==> src/hdl/ushrt_pkg.sv <==
// constants for the shadow receive/transmit holding block
//
// Contract
// - sixteen 32-bit word locations all alias one receive and transmit byte.
// - reads return received byte in bits 7:0, serial or infrared input.
// - read data valid only while the data-ready flag is set.
// - fifos off: unread byte overwritten by the next, overrun flagged.
// - fifos on: a read returns the receive fifo head.
// - receive fifo full: new character dropped, contents kept, overrun flagged.
// - a write supplies a byte for serial or active-low infrared output.
// - fifos off and holding empty: one write clears holding empty.
// - fifos off: further writes before empty sets overwrite pending byte.
// - fifos on: accept writes up to transmit fifo depth, 16.
// - fifos on: a write while the transmit fifo is full is discarded.
package ushrt_pkg;
  // ****************************************
  // register map (byte addresses)
  // ****************************************
  localparam logic [31:0] USHRT_SHADOW_BASE = 32'h5000_1030;
  localparam logic [31:0] USHRT_SHADOW_14 = 32'h5000_1068;
  localparam logic [31:0] USHRT_SHADOW_15 = 32'h5000_106c;
  localparam logic [31:0] USHRT_CTRL = 32'h5000_1200;
  localparam logic [31:0] USHRT_STATUS = 32'h5000_1204;
  localparam logic [31:0] USHRT_IRQ_CLR = 32'h5000_1208;
  localparam logic [31:0] USHRT_IRQ_EN = 32'h5000_120c;
  localparam logic [31:0] USHRT_SHADOW_SPAN = 32'h0000_0040;
  // ****************************************
  // fields
  // ****************************************
  localparam int USHRT_CTRL_FIFO_EN = 0;
  localparam int USHRT_CTRL_IR_MODE = 1;
  localparam int USHRT_ST_DATA_READY = 0;
  localparam int USHRT_ST_OVR = 1;
  localparam int USHRT_ST_HOLD_EMPTY = 5;
  localparam int USHRT_EV_RX = 0;
  localparam int USHRT_EV_OVR = 1;
  localparam int USHRT_EV_TXE = 2;
  localparam logic [2:0] USHRT_EV_RESET = 3'h0;
  localparam logic [1:0] USHRT_CTRL_RESET = 2'h0;
  localparam logic [7:0] USHRT_BYTE_RESET = 8'h00;
  // ****************************************
  // fifo sizing
  // ****************************************
  localparam int USHRT_DEPTH = 16;
  localparam int USHRT_AW = 4;
  localparam logic [4:0] USHRT_DEPTH_CNT = 5'h10;
  localparam logic [4:0] USHRT_ONE = 5'h01;
  localparam logic [4:0] USHRT_ZERO = 5'h00;
endpackage

==> src/hdl/ushrt_top.sv <==
// shadow alias of the receive buffer and transmit holding register
`timescale 1ns/1ps
module ushrt_top (
  input wire logic CLK,
  input wire logic RST,
  input wire logic [31:0] ADDR,
  input wire logic [31:0] WDATA,
  input wire logic WR,
  input wire logic RD,
  output logic [31:0] RDATA,
  input wire logic RX_VALID,
  input wire logic [7:0] RX_SERIAL_BYTE,
  input wire logic [7:0] RX_IR_BYTE,
  input wire logic TX_TAKE,
  output logic TX_VALID,
  output logic [7:0] TX_SERIAL_BYTE,
  output logic [7:0] TX_IR_BYTE_N,
  output logic IR_MODE,
  output logic IRQ
);
  logic [1:0] ctrl, next_ctrl;
  logic [2:0] ev, next_ev;
  logic [2:0] ev_en, next_ev_en;
  logic overrun, next_overrun;
  logic [31:0] rdata, next_rdata;
  logic tx_valid, next_tx_valid;
  logic [7:0] tx_ser, next_tx_ser;
  logic [7:0] tx_ir, next_tx_ir;
  logic irq, next_irq;
  logic ir_mode_q, next_ir_mode_q;
  logic fifo_en, ir_mode;
  logic sh_hit, rd_sh, wr_sh;
  logic [7:0] rx_byte, rx_head, tx_head;
  logic rx_empty, rx_full, rx_drop, tx_empty, tx_full, tx_drop;
  logic rx_over_wr, tx_pop;

  // ****************************************
  // address decode
  // ****************************************
  function automatic logic is_shadow(input logic [31:0] a);
    logic [31:0] off;
    off = a - ushrt_pkg::USHRT_SHADOW_BASE;
    is_shadow = (a >= ushrt_pkg::USHRT_SHADOW_BASE) &&
                (off < ushrt_pkg::USHRT_SHADOW_SPAN) && (a[1:0] == 2'h0);
  endfunction

  always_comb
  begin
    fifo_en = ctrl[ushrt_pkg::USHRT_CTRL_FIFO_EN];
    ir_mode = ctrl[ushrt_pkg::USHRT_CTRL_IR_MODE];
    sh_hit = is_shadow(ADDR);
    rd_sh = RD && sh_hit;
    wr_sh = WR && sh_hit;
    rx_byte = ir_mode ? RX_IR_BYTE : RX_SERIAL_BYTE;
    tx_pop = tx_valid && TX_TAKE;
    rx_over_wr = RX_VALID && !fifo_en && rx_full && !rd_sh;
  end

  // ****************************************
  // receive and transmit queues
  // ****************************************
  ushrt_fifo u_rx (
    .clk(CLK),
    .rst(RST),
    .fifo_en(fifo_en),
    .push(RX_VALID),
    .push_data(rx_byte),
    .pop(rd_sh),
    .head(rx_head),
    .empty(rx_empty),
    .full(rx_full),
    .dropped(rx_drop)
  );

  ushrt_fifo u_tx (
    .clk(CLK),
    .rst(RST),
    .fifo_en(fifo_en),
    .push(wr_sh),
    .push_data(WDATA[7:0]),
    .pop(tx_pop),
    .head(tx_head),
    .empty(tx_empty),
    .full(tx_full),
    .dropped(tx_drop)
  );

  // ****************************************
  // registers and outputs
  // ****************************************
  always_comb
  begin
    next_ctrl = ctrl;
    next_ev_en = ev_en;
    next_ev = ev;
    next_overrun = overrun;
    next_rdata = 32'h0000_0000;
    if (RD && ADDR == ushrt_pkg::USHRT_STATUS)
    begin
      next_overrun = 1'b0;
    end
    if (WR && ADDR == ushrt_pkg::USHRT_CTRL)
    begin
      next_ctrl = WDATA[1:0];
    end
    else if (WR && ADDR == ushrt_pkg::USHRT_IRQ_CLR)
    begin
      next_ev = ev & ~WDATA[2:0];
    end
    else if (WR && ADDR == ushrt_pkg::USHRT_IRQ_EN)
    begin
      next_ev_en = WDATA[2:0];
    end
    if (rx_over_wr || rx_drop)
    begin
      next_overrun = 1'b1;
      next_ev[ushrt_pkg::USHRT_EV_OVR] = 1'b1;
    end
    if (RX_VALID)
    begin
      next_ev[ushrt_pkg::USHRT_EV_RX] = 1'b1;
    end
    if (tx_pop && tx_empty == 1'b0 && !wr_sh)
    begin
      next_ev[ushrt_pkg::USHRT_EV_TXE] = 1'b1;
    end
    if (rd_sh)
    begin
      // only bits 7:0 carry data; upper bits zero
      next_rdata = {24'h00_0000, rx_empty ? 8'h00 : rx_head};
    end
    else if (RD && ADDR == ushrt_pkg::USHRT_CTRL)
    begin
      next_rdata = {30'h0000_0000, ctrl};
    end
    else if (RD && ADDR == ushrt_pkg::USHRT_STATUS)
    begin
      next_rdata = 32'h0000_0000;
      next_rdata[ushrt_pkg::USHRT_ST_DATA_READY] = !rx_empty;
      next_rdata[ushrt_pkg::USHRT_ST_OVR] = overrun;
      next_rdata[ushrt_pkg::USHRT_ST_HOLD_EMPTY] = tx_empty;
      next_rdata[10:8] = ev;
    end
    else if (RD && ADDR == ushrt_pkg::USHRT_IRQ_EN)
    begin
      next_rdata = {29'h0000_0000, ev_en};
    end
    next_irq = |(next_ev & next_ev_en);
    next_tx_valid = !tx_empty && !tx_pop;
    next_tx_ser = tx_head;
    next_tx_ir = ~tx_head;
    next_ir_mode_q = ir_mode;
  end

  always_ff @(posedge CLK)
  begin
    if (RST)
    begin
      ctrl <= ushrt_pkg::USHRT_CTRL_RESET;
      ev <= ushrt_pkg::USHRT_EV_RESET;
      ev_en <= ushrt_pkg::USHRT_EV_RESET;
      overrun <= 1'b0;
      rdata <= 32'h0000_0000;
      tx_valid <= 1'b0;
      tx_ser <= ushrt_pkg::USHRT_BYTE_RESET;
      tx_ir <= ~ushrt_pkg::USHRT_BYTE_RESET;
      irq <= 1'b0;
      ir_mode_q <= 1'b0;
    end
    else
    begin
      ctrl <= next_ctrl;
      ev <= next_ev;
      ev_en <= next_ev_en;
      overrun <= next_overrun;
      rdata <= next_rdata;
      tx_valid <= next_tx_valid;
      tx_ser <= next_tx_ser;
      tx_ir <= next_tx_ir;
      irq <= next_irq;
      ir_mode_q <= next_ir_mode_q;
    end
  end

  always_comb
  begin
    RDATA = rdata;
    TX_VALID = tx_valid;
    TX_SERIAL_BYTE = tx_ser;
    TX_IR_BYTE_N = tx_ir;
    IR_MODE = ir_mode_q;
    IRQ = irq;
  end
endmodule

==> src/hdl/ushrt_fifo.sv <==
// byte fifo with bypass single-entry mode, used for receive and transmit
`timescale 1ns/1ps
module ushrt_fifo (
  input wire logic clk,
  input wire logic rst,
  input wire logic fifo_en,
  input wire logic push,
  input wire logic [7:0] push_data,
  input wire logic pop,
  output logic [7:0] head,
  output logic empty,
  output logic full,
  output logic dropped
);
  logic [7:0] mem [ushrt_pkg::USHRT_DEPTH];
  logic [ushrt_pkg::USHRT_AW-1:0] rd_ptr, next_rd_ptr;
  logic [ushrt_pkg::USHRT_AW-1:0] wr_ptr, next_wr_ptr;
  logic [4:0] count, next_count;
  logic do_push, do_pop, overwrite;
  // ****************************************
  // capacity 1 when fifos are off; otherwise depth
  // ****************************************
  always_comb
  begin
    full = fifo_en ? (count == ushrt_pkg::USHRT_DEPTH_CNT)
                   : (count == ushrt_pkg::USHRT_ONE);
    empty = (count == ushrt_pkg::USHRT_ZERO);
    head = mem[rd_ptr];
    do_pop = pop && !empty;
    overwrite = push && !fifo_en && full && !do_pop;
    do_push = push && (!full || do_pop) && !overwrite;
    dropped = push && fifo_en && full && !do_pop;
    next_rd_ptr = do_pop ? rd_ptr + 1'b1 : rd_ptr;
    next_wr_ptr = do_push ? wr_ptr + 1'b1 : wr_ptr;
    next_count = count;
    if (do_push && !do_pop)
    begin
      next_count = count + ushrt_pkg::USHRT_ONE;
    end
    else if (do_pop && !do_push)
    begin
      next_count = count - ushrt_pkg::USHRT_ONE;
    end
  end
  always_ff @(posedge clk)
  begin
    if (rst)
    begin
      rd_ptr <= '0;
      wr_ptr <= '0;
      count <= ushrt_pkg::USHRT_ZERO;
    end
    else
    begin
      rd_ptr <= next_rd_ptr;
      wr_ptr <= next_wr_ptr;
      count <= next_count;
    end
  end
  // overwrite replaces the single pending byte in place
  always_ff @(posedge clk)
  begin
    if (do_push)
    begin
      mem[wr_ptr] <= push_data;
    end
    else if (overwrite)
    begin
      mem[rd_ptr] <= push_data;
    end
  end
endmodule

==> config.mk <==
export PLATFORM = sky130hd
export DESIGN_NAME = ushrt_top
export DESIGN_NICKNAME = d
export VERILOG_FILES = /design/src/hdl/ushrt_pkg.sv /design/src/hdl/ushrt_top.sv /design/src/hdl/ushrt_fifo.sv
export SDC_FILE = /design/constraint.sdc
export NUM_CORES = 1
export LEC_CHECK = 0
export ABC_CLOCK_PERIOD_IN_PS = 5400
export BUFFER_PORTS_ARGS = -buffer_cell sky130_fd_sc_hd__buf_2
export CORE_UTILIZATION = 30
export DETAILED_ROUTE_END_ITERATION = 10
export HOLD_SLACK_MARGIN = 0.06
export PLACE_DENSITY = 0.5
export SLEW_MARGIN = 5
export SYNTH_ARGS = -nofsm -noshare
export SYNTH_HDL_FRONTEND = slang
export SYNTH_SLANG_ARGS = --single-unit
==> constraint.sdc <==
create_clock -name CLK -period 5.4 [get_ports CLK]
set_input_delay 1.08 -clock CLK [delete_from_list [all_inputs] [get_ports CLK]]
set_output_delay 1.08 -clock CLK [all_outputs]
set_load 0.01 [all_outputs]
Word level (Yosys, flattened, before mapping). Memory sizes are Yosys's and may differ from the RTL's. A register that Yosys moved wholly into a read port is not among the register bits. Cells that the tools add are included.

Memories: 2. Word-level logic and storage cells: 148. Flip-flop bits (word level): 86. RAM bits: 256.

Memories: u_rx.mem (words 16, bits a word 8, read ports 1, clocked after memory_dff 1, wr ports 1, RTL line ushrt_fifo.sv:15) `logic [7:0] mem [ushrt_pkg::USHRT_DEPTH];`; u_tx.mem (words 16, bits a word 8, read ports 1, clocked after memory_dff 1, wr ports 1, RTL line ushrt_fifo.sv:15).

Bitwise gates (word level): 5. Order comparisons: 2. Reduce and logical (&&, ||, !) cells: 62. Equal/unequal tests: 8. Add/sub/neg operators: 9. Muxes and demuxes: 42.

Operators with widths (count): $eq 32x31->1 const B (4); $mux 8 (6); $logic_and 1x1->1 (34); $ge 32x31->1 const B (1); $lt 32x7->1 const B (1); $sub 32x31->32 const B (1); $mux 4 (6); $mux 5 (4); $mux 1 (19); $mux 3 (6); $add 4x1->4 const B (4); $reduce_or 8->1 (2); $logic_not 1->1 (14); $mux 11 (1); $add 5x1->5 const B (2); $eq 5x1->1 const B (2); $eq 5x5->1 const B (2); $logic_not 5->1 (2); $sub 5x1->5 const B (2); $not 8->8 (1); $and 3x3->3 (2); $reduce_bool 2->1 (3); $reduce_or 3->1 (2); $reduce_or 4->1 (1); 4 further kinds (6).

Depth between registers and ports, before layout.
Depth after elaboration: 14. Mapped depth: 13.

By module. A second synthesis with hierarchy kept.

Cell total of the unflattened synthesis: 910. Area total of the unflattened synthesis: 13905.8 um^2.

By module, submodules not included: ushrt_fifo (u_tx) (seq. area each 4184.0 um^2, times used 1, area an instance 5989.5 um^2, cells an instance 344); ushrt_fifo (u_rx) (seq. area each 4184.0 um^2, times used 1, area an instance 5926.9 um^2, cells an instance 344); ushrt_top (seq. area each 780.7 um^2, times used 1, area an instance 1989.4 um^2, cells an instance 222).

Least setup slack after synthesis. OpenSTA, ideal clock, no wires.

Path kind: input port to flip-flop. Start: in ADDR[16]. End: reg u_rx.count[4]. Setup slack: 1.069 ns. Stages on the path: 12. Path buffers: 2. Library setup time: 0.128 ns. Data required time: 5.272 ns. Arrival: 4.204 ns. Cell sequence: buf_6 or3_4 a2111oi_4 a31oi_1 a2111o_1 or3_1 buf_2 ha_1 or4b_2 a21oi_1 xnor2_1 nor2_1.

Longest elaborated chain between the ends: 13. Elaborated cells between the ends (all ways): 18.

RTL lines: from (decl) (RTL line ushrt_top.sv:6) `input wire logic [31:0] ADDR,`; $sub 32x31->32 (RTL line ushrt_top.sv:42) `off = a - ushrt_pkg::USHRT_SHADOW_BASE;`; $lt 32x7->1 (RTL line ushrt_top.sv:44) `(off < ushrt_pkg::USHRT_SHADOW_SPAN) && (a[1:0] == 2'h0);`; $logic_and 1x1->1 * (RTL line ushrt_top.sv:43) `is_shadow = (a >= ushrt_pkg::USHRT_SHADOW_BASE) &&`; $logic_and 1x1->1 * (RTL line ushrt_top.sv:44); $logic_and 1x1->1 * (RTL line ushrt_top.sv:52) `rd_sh = RD && sh_hit;`; $logic_and 1x1->1 * (RTL line ushrt_fifo.sv:29) `do_pop = pop && !empty;`; $logic_not 1->1 (RTL line ushrt_fifo.sv:30, ushrt_fifo.sv:36); $logic_and 1x1->1 (RTL line ushrt_fifo.sv:30) `overwrite = push && !fifo_en && full && !do_pop;`; $logic_not 1->1 (RTL line ushrt_fifo.sv:31) `do_push = push && (!full || do_pop) && !overwrite;`; $logic_and 1x1->1 (RTL line ushrt_fifo.sv:31); $logic_not 1->1 (RTL line ushrt_fifo.sv:40) `else if (do_pop && !do_push)`; $logic_and 1x1->1 (RTL line ushrt_fifo.sv:40); $reduce_bool 2->1 (no line); to (signal assigned) (RTL line ushrt_fifo.sv:51) `count <= ushrt_pkg::USHRT_ZERO;`; to (signal assigned) (RTL line ushrt_fifo.sv:57) `count <= next_count;`; to (decl) (RTL line ushrt_fifo.sv:18) `logic [4:0] count, next_count;`.

Every way passes the cells marked *; elsewhere a longest branch is shown, timed or not. A chain may end at the register's enable or synchronous reset.

Worst setup path after layout.
Start: in ADDR[19]. End: mem u_rx.mem[2][0], enable pin.

Longest elaborated chain between the ends: 14. Elaborated cells between the ends (all ways): 21.

RTL lines: $sub 32x31->32 (RTL line ushrt_top.sv:42); $lt 32x7->1 (RTL line ushrt_top.sv:44); $logic_and 1x1->1 * (RTL line ushrt_top.sv:43); $logic_and 1x1->1 * (RTL line ushrt_top.sv:44); $logic_and 1x1->1 * (RTL line ushrt_top.sv:52); $logic_and 1x1->1 * (RTL line ushrt_fifo.sv:29); $logic_not 1->1 (RTL line ushrt_fifo.sv:30); $logic_and 1x1->1 (RTL line ushrt_fifo.sv:30); $logic_not 1->1 (RTL line ushrt_fifo.sv:31); $logic_and 1x1->1 (RTL line ushrt_fifo.sv:31); $mux 1 (RTL line ushrt_fifo.sv:63) `if (do_push)`; $mux 1 (not written as such) (RTL line ushrt_fifo.sv:69) `mem[rd_ptr] <= push_data;`; $reduce_or 8->1 (no line); $mux 4 (no line) or $mux 1 (tied branches); to (decl) (RTL line ushrt_fifo.sv:15).

Marked as above.

==> impl_metrics.yaml <==
floorplanning:
  start_util_pct: 30.4
  die_w_microns: 216
  die_ht_microns: 216
  fp.dieArea_sq_um: 46800
  io_pins: 137
  fp-row-count: 78
  core-area_sq_um: 45400
worst_setup_path:
  cpPeakStageDelay_ns: 0.84
  arrival_ns: 4.43
  cp-end-kind: "register"
  critical_path_buf_inv_count: 1
  cp_slowest_cell: "sky130_fd_sc_hd__a21oi_1"
  family_of_cells_with_the_greatest_summed_delay_on_the_critical_path: "compound AO/OA/AOI/OAI gates"
  crit_type: "in -> reg"
  crit_path_start_kind: "input pin"
  critical_path.cell_chain: "buf_2 > nor4_1 > nand4b_1 > or3_1 > mux2i_1 > o41a_1 > nand3b_1 > a21oi_1"
  timing.critical_path.fanout_max: 8
  worst-endpoint-required_ns: 5.56
route:
  dr.pass1.iters: 5
  via_count: 7718
  routedWlPerCell_microns: 18.4
  post_drt_via_cell_ratio: 4.75
  totalWireLength_microns: 29900
  post-route-drc-count: 0
  detailedRoute.firstIterationViolations: 519
  drtAntennaViolNets: 0
layout:
  synthesis_to_finish_area_growth_pct: 17.7
  most-common-layout-cells: "256 x sky130_fd_sc_hd__edfxtp_1, 91 x sky130_fd_sc_hd__buf_2, 72 x sky130_fd_sc_hd__mux4_2"
  finish.net_count: 1092
  layout_commonest_cell: "sky130_fd_sc_hd__edfxtp_1"
  fillerInstances: 4324
  drive_above_1_share_pct: 28.3
yosys:
  synth_ff_type: "sky130_fd_sc_hd__edfxtp_1"
  yosys_register_bits: 329
  post_synth_and_or_nand_nor_area_fraction_pct: 8.79
  post_synth.cell_area_avg_sq_um: 15.9
  yosysUniqueCellTypes: 69
  synth_top_family_by_area: "multiplexers"
  yosys_warning_count: 0
  synth_enable_flop_cells: 256
  seq_area_frac_synth_pct: 66.3
  netlist_instances: 865
  netlist_area_sq_um: 13800
  synth-adder-area-share_pct: 1.09
  synth-async-reset-ratio_pct: 0
  post_synth_xor_area_fraction_pct: 1.08
  mux_cell_area_share_after_synthesis_pct: 14.4
  synth_compound_gate_area_share_pct: 5.26
sta:
  post-route-period-util_pct: 79.1
  rsz0062_at_grt: "false"
  setup_violations: 0
  rel_slew_slack_pct: 32.6
  timing_worst_slew_pin_value_ns: 1.01
  fmaxAchievable_mhz: 234
  finalWorstPathRequiredPeriod_ns: 4.27
  final_hold_viol_count: 0
  finalSetupTns_ns: 0
  hold-worst-slack_ns: 0.456
  worst_clock_skew_ns: 0.0133
  final-max-slew-violation-count: 0
global_route:
  first_global_vias: 7892
  overflow: 0
  grt_start_max_net_pins: 33
  grt_usage_pct: 13.0
  initial_antenna_violation_count: 1
  grt_pass1_wl_microns: 46400
clock_network:
  cts_num_sinks: 329
  clkLatencyLatePin_ns: 0.54
  post_cts.resized_instances: 0
  cts_hold_repair.buffers: 0
  cts_setup_buffers: 0
  clk_root_buffer_cell: "sky130_fd_sc_hd__clkbuf_16"
  cts_made_buffers: 38
  path_clk_slew_ns: 0.06
  htreeDepth: 2
  clk_path_buf_depth: 3
  tritoncts_clock_tree: "yes"
flow_run:
  max-cap-violations: 0
placement:
  port_buffers: 91
  post-dp-hpwl_microns: 19400
  finalWeightedCongestion: 0.759
min_path:
  hold_path_class: "reg -> reg"
pwr:
  total_leakage_power_nw: 5.39
  power_per_cell_area_nw_per_um2: 341
  ir_drop_v: 0.000181
run_status:
  outcome: "completed"
## through the flow
stage / instances / worst slack, ns / power, mW / util, % / instance area [sq um]
3_5_place_dp: 1554 / 0.500 / 3.14 / 33.1 / 15000
2_1_floorplan: 885 / 1.07 / 3.04 / - / 13900
5_1_grt: 1625 / 0.819 / 5.74 / 35.8 / 16200
4_1_cts: 1624 / 1.08 / 5.61 / 35.8 / 16200
3_3_place_gp: 1554 / 0.515 / 3.14 / 33.1 / 15000
6_report: 1625 / 1.13 / 5.54 / 35.8 / 16200
## final cells by class
| type | instances | area [sq um] | share of cell area, % |
|---|---|---|---|
| inverters | 26 | 97.6 | 0.601 |
| diodes | 1 | 2.50 | 0.0154 |
| flip-flops and latches | 329 | 9150 | 56.4 |
| clock buffers | 54 | 1070 | 6.58 |
| clock inverters | 16 | 126 | 0.778 |
| well taps | 600 | 751 | 4.62 |
| multi-input cells | 471 | 4300 | 26.5 |
| repair buffers | 128 | 733 | 4.52 |
## cell usage after synthesis (3+ instances only)
| cell | count | area [sq um] |
|---|---|---|
| sky130_fd_sc_hd__nand2b_1 | 11 | 68.8 |
| sky130_fd_sc_hd__buf_4 | 21 | 158 |
| sky130_fd_sc_hd__nor4_1 | 4 | 25.0 |
| sky130_fd_sc_hd__o22a_1 | 3 | 26.3 |
| sky130_fd_sc_hd__dfxtp_1 | 73 | 1460 |
| sky130_fd_sc_hd__or3_1 | 11 | 68.8 |
| sky130_fd_sc_hd__mux4_2 | 72 | 1620 |
| sky130_fd_sc_hd__inv_1 | 26 | 97.6 |
| sky130_fd_sc_hd__nand4b_1 | 7 | 61.3 |
| sky130_fd_sc_hd__and2_1 | 9 | 56.3 |
| sky130_fd_sc_hd__nand4_1 | 14 | 87.6 |
| sky130_fd_sc_hd__xnor2_1 | 8 | 70.1 |
| sky130_fd_sc_hd__edfxtp_1 | 256 | 7690 |
| sky130_fd_sc_hd__a31o_2 | 3 | 26.3 |
| sky130_fd_sc_hd__mux2i_1 | 22 | 220 |
| sky130_fd_sc_hd__a21bo_2 | 3 | 30.0 |
| sky130_fd_sc_hd__a21oi_1 | 36 | 180 |
| sky130_fd_sc_hd__nor2_1 | 61 | 229 |
| sky130_fd_sc_hd__nand2_1 | 24 | 90.1 |
| sky130_fd_sc_hd__o21ai_0 | 12 | 60.1 |
| sky130_fd_sc_hd__a211oi_1 | 10 | 75.1 |
| sky130_fd_sc_hd__nor3_1 | 9 | 45.0 |
| sky130_fd_sc_hd__or4_1 | 4 | 30.0 |
| sky130_fd_sc_hd__clkbuf_1 | 23 | 86.3 |
| sky130_fd_sc_hd__nor2b_1 | 13 | 81.3 |
| sky130_fd_sc_hd__nand3b_1 | 6 | 45.0 |
| sky130_fd_sc_hd__mux2_4 | 3 | 45.0 |
| sky130_fd_sc_hd__xor2_1 | 9 | 78.8 |
| sky130_fd_sc_hd__o22ai_1 | 4 | 25.0 |
| sky130_fd_sc_hd__buf_2 | 5 | 25.0 |
| sky130_fd_sc_hd__nand3_1 | 13 | 65.1 |
| sky130_fd_sc_hd__nor3b_1 | 5 | 37.5 |
| sky130_fd_sc_hd__nor4b_1 | 3 | 26.3 |
| sky130_fd_sc_hd__mux2_2 | 9 | 101 |
| sky130_fd_sc_hd__a211o_1 | 8 | 70.1 |
| sky130_fd_sc_hd__buf_1 | 9 | 33.8 |
| sky130_fd_sc_hd__ha_1 | 12 | 150 |
## power breakdown
group | switching [mW] | leakage [nW] | total, mW | internal (mW)
Clock | 1.02 | 0.584 | 2.45 | 1.43
Combinational | 0.175 | 1.90 | 0.293 | 0.118
Sequential | 0.0238 | 2.90 | 2.80 | 2.77
Total | 1.21 | 5.39 | 5.54 | 4.32
## flip-flops by register name, summed over array words and instances, names as in the netlist, named ones only
name and flops:
u_rx.wr_ptr 4, u_rx.mem 128, TX_VALID 1, u_tx.rd_ptr 4, ctrl 2, IRQ 1
u_tx.count 5, u_rx.count 5, u_rx.rd_ptr 4, u_tx.mem 128, RDATA 11, IR_MODE 1
TX_IR_BYTE_N 8, u_tx.wr_ptr 4, overrun 1, TX_SERIAL_BYTE 8, ev 3, ev_en 3
## worst min-delay path, stage by stage (launching register included)
cell and delay [ns]:
sky130_fd_sc_hd__dfxtp_1 0.30, sky130_fd_sc_hd__nand2_1 0.05, sky130_fd_sc_hd__a21oi_1 0.05
## final timing paths
path                         startpoint                    endpoint  slack (ns)  cells after the start
max reg2reg  u_rx.count[0]$_SDFFE_PP0P_  u_rx.count[4]$_SDFFE_PP0P_        1.69                     12
min                overrun$_SDFFE_PP0P_        overrun$_SDFFE_PP0P_        0.46                      2
min reg2reg        overrun$_SDFFE_PP0P_        overrun$_SDFFE_PP0P_        0.46                      2
max                            ADDR[19]    u_rx.mem[2][0]$_DFFE_PP_        1.13                      8
## metal layers
layer	vias up	share of wire (%)	GRT usage (%)
met2	161	49	21.7
met4	0	2.8	4.91
met1	3880	44	16.7
met5	-	0	0
li1	3620	-	-
met3	57	4.2	2.32
## logic make-up (layout without fill, tap and decap cells)
| group | Yosys count | count (layout) |
|---|---|---|
| AOI/OAI and AO/OA | 104 | 104 |
| xor gates and xnor gates | 17 | 17 |
| adders and majority gates | 12 | 12 |
| buffers and inverters | 85 | 224 |
| DFF | 329 | 329 |
| muxes | 106 | 106 |
| other | 1 | 22 |
| and+or+nand+nor | 211 | 211 |
Note: power is estimated with default switching activity, not from simulation.
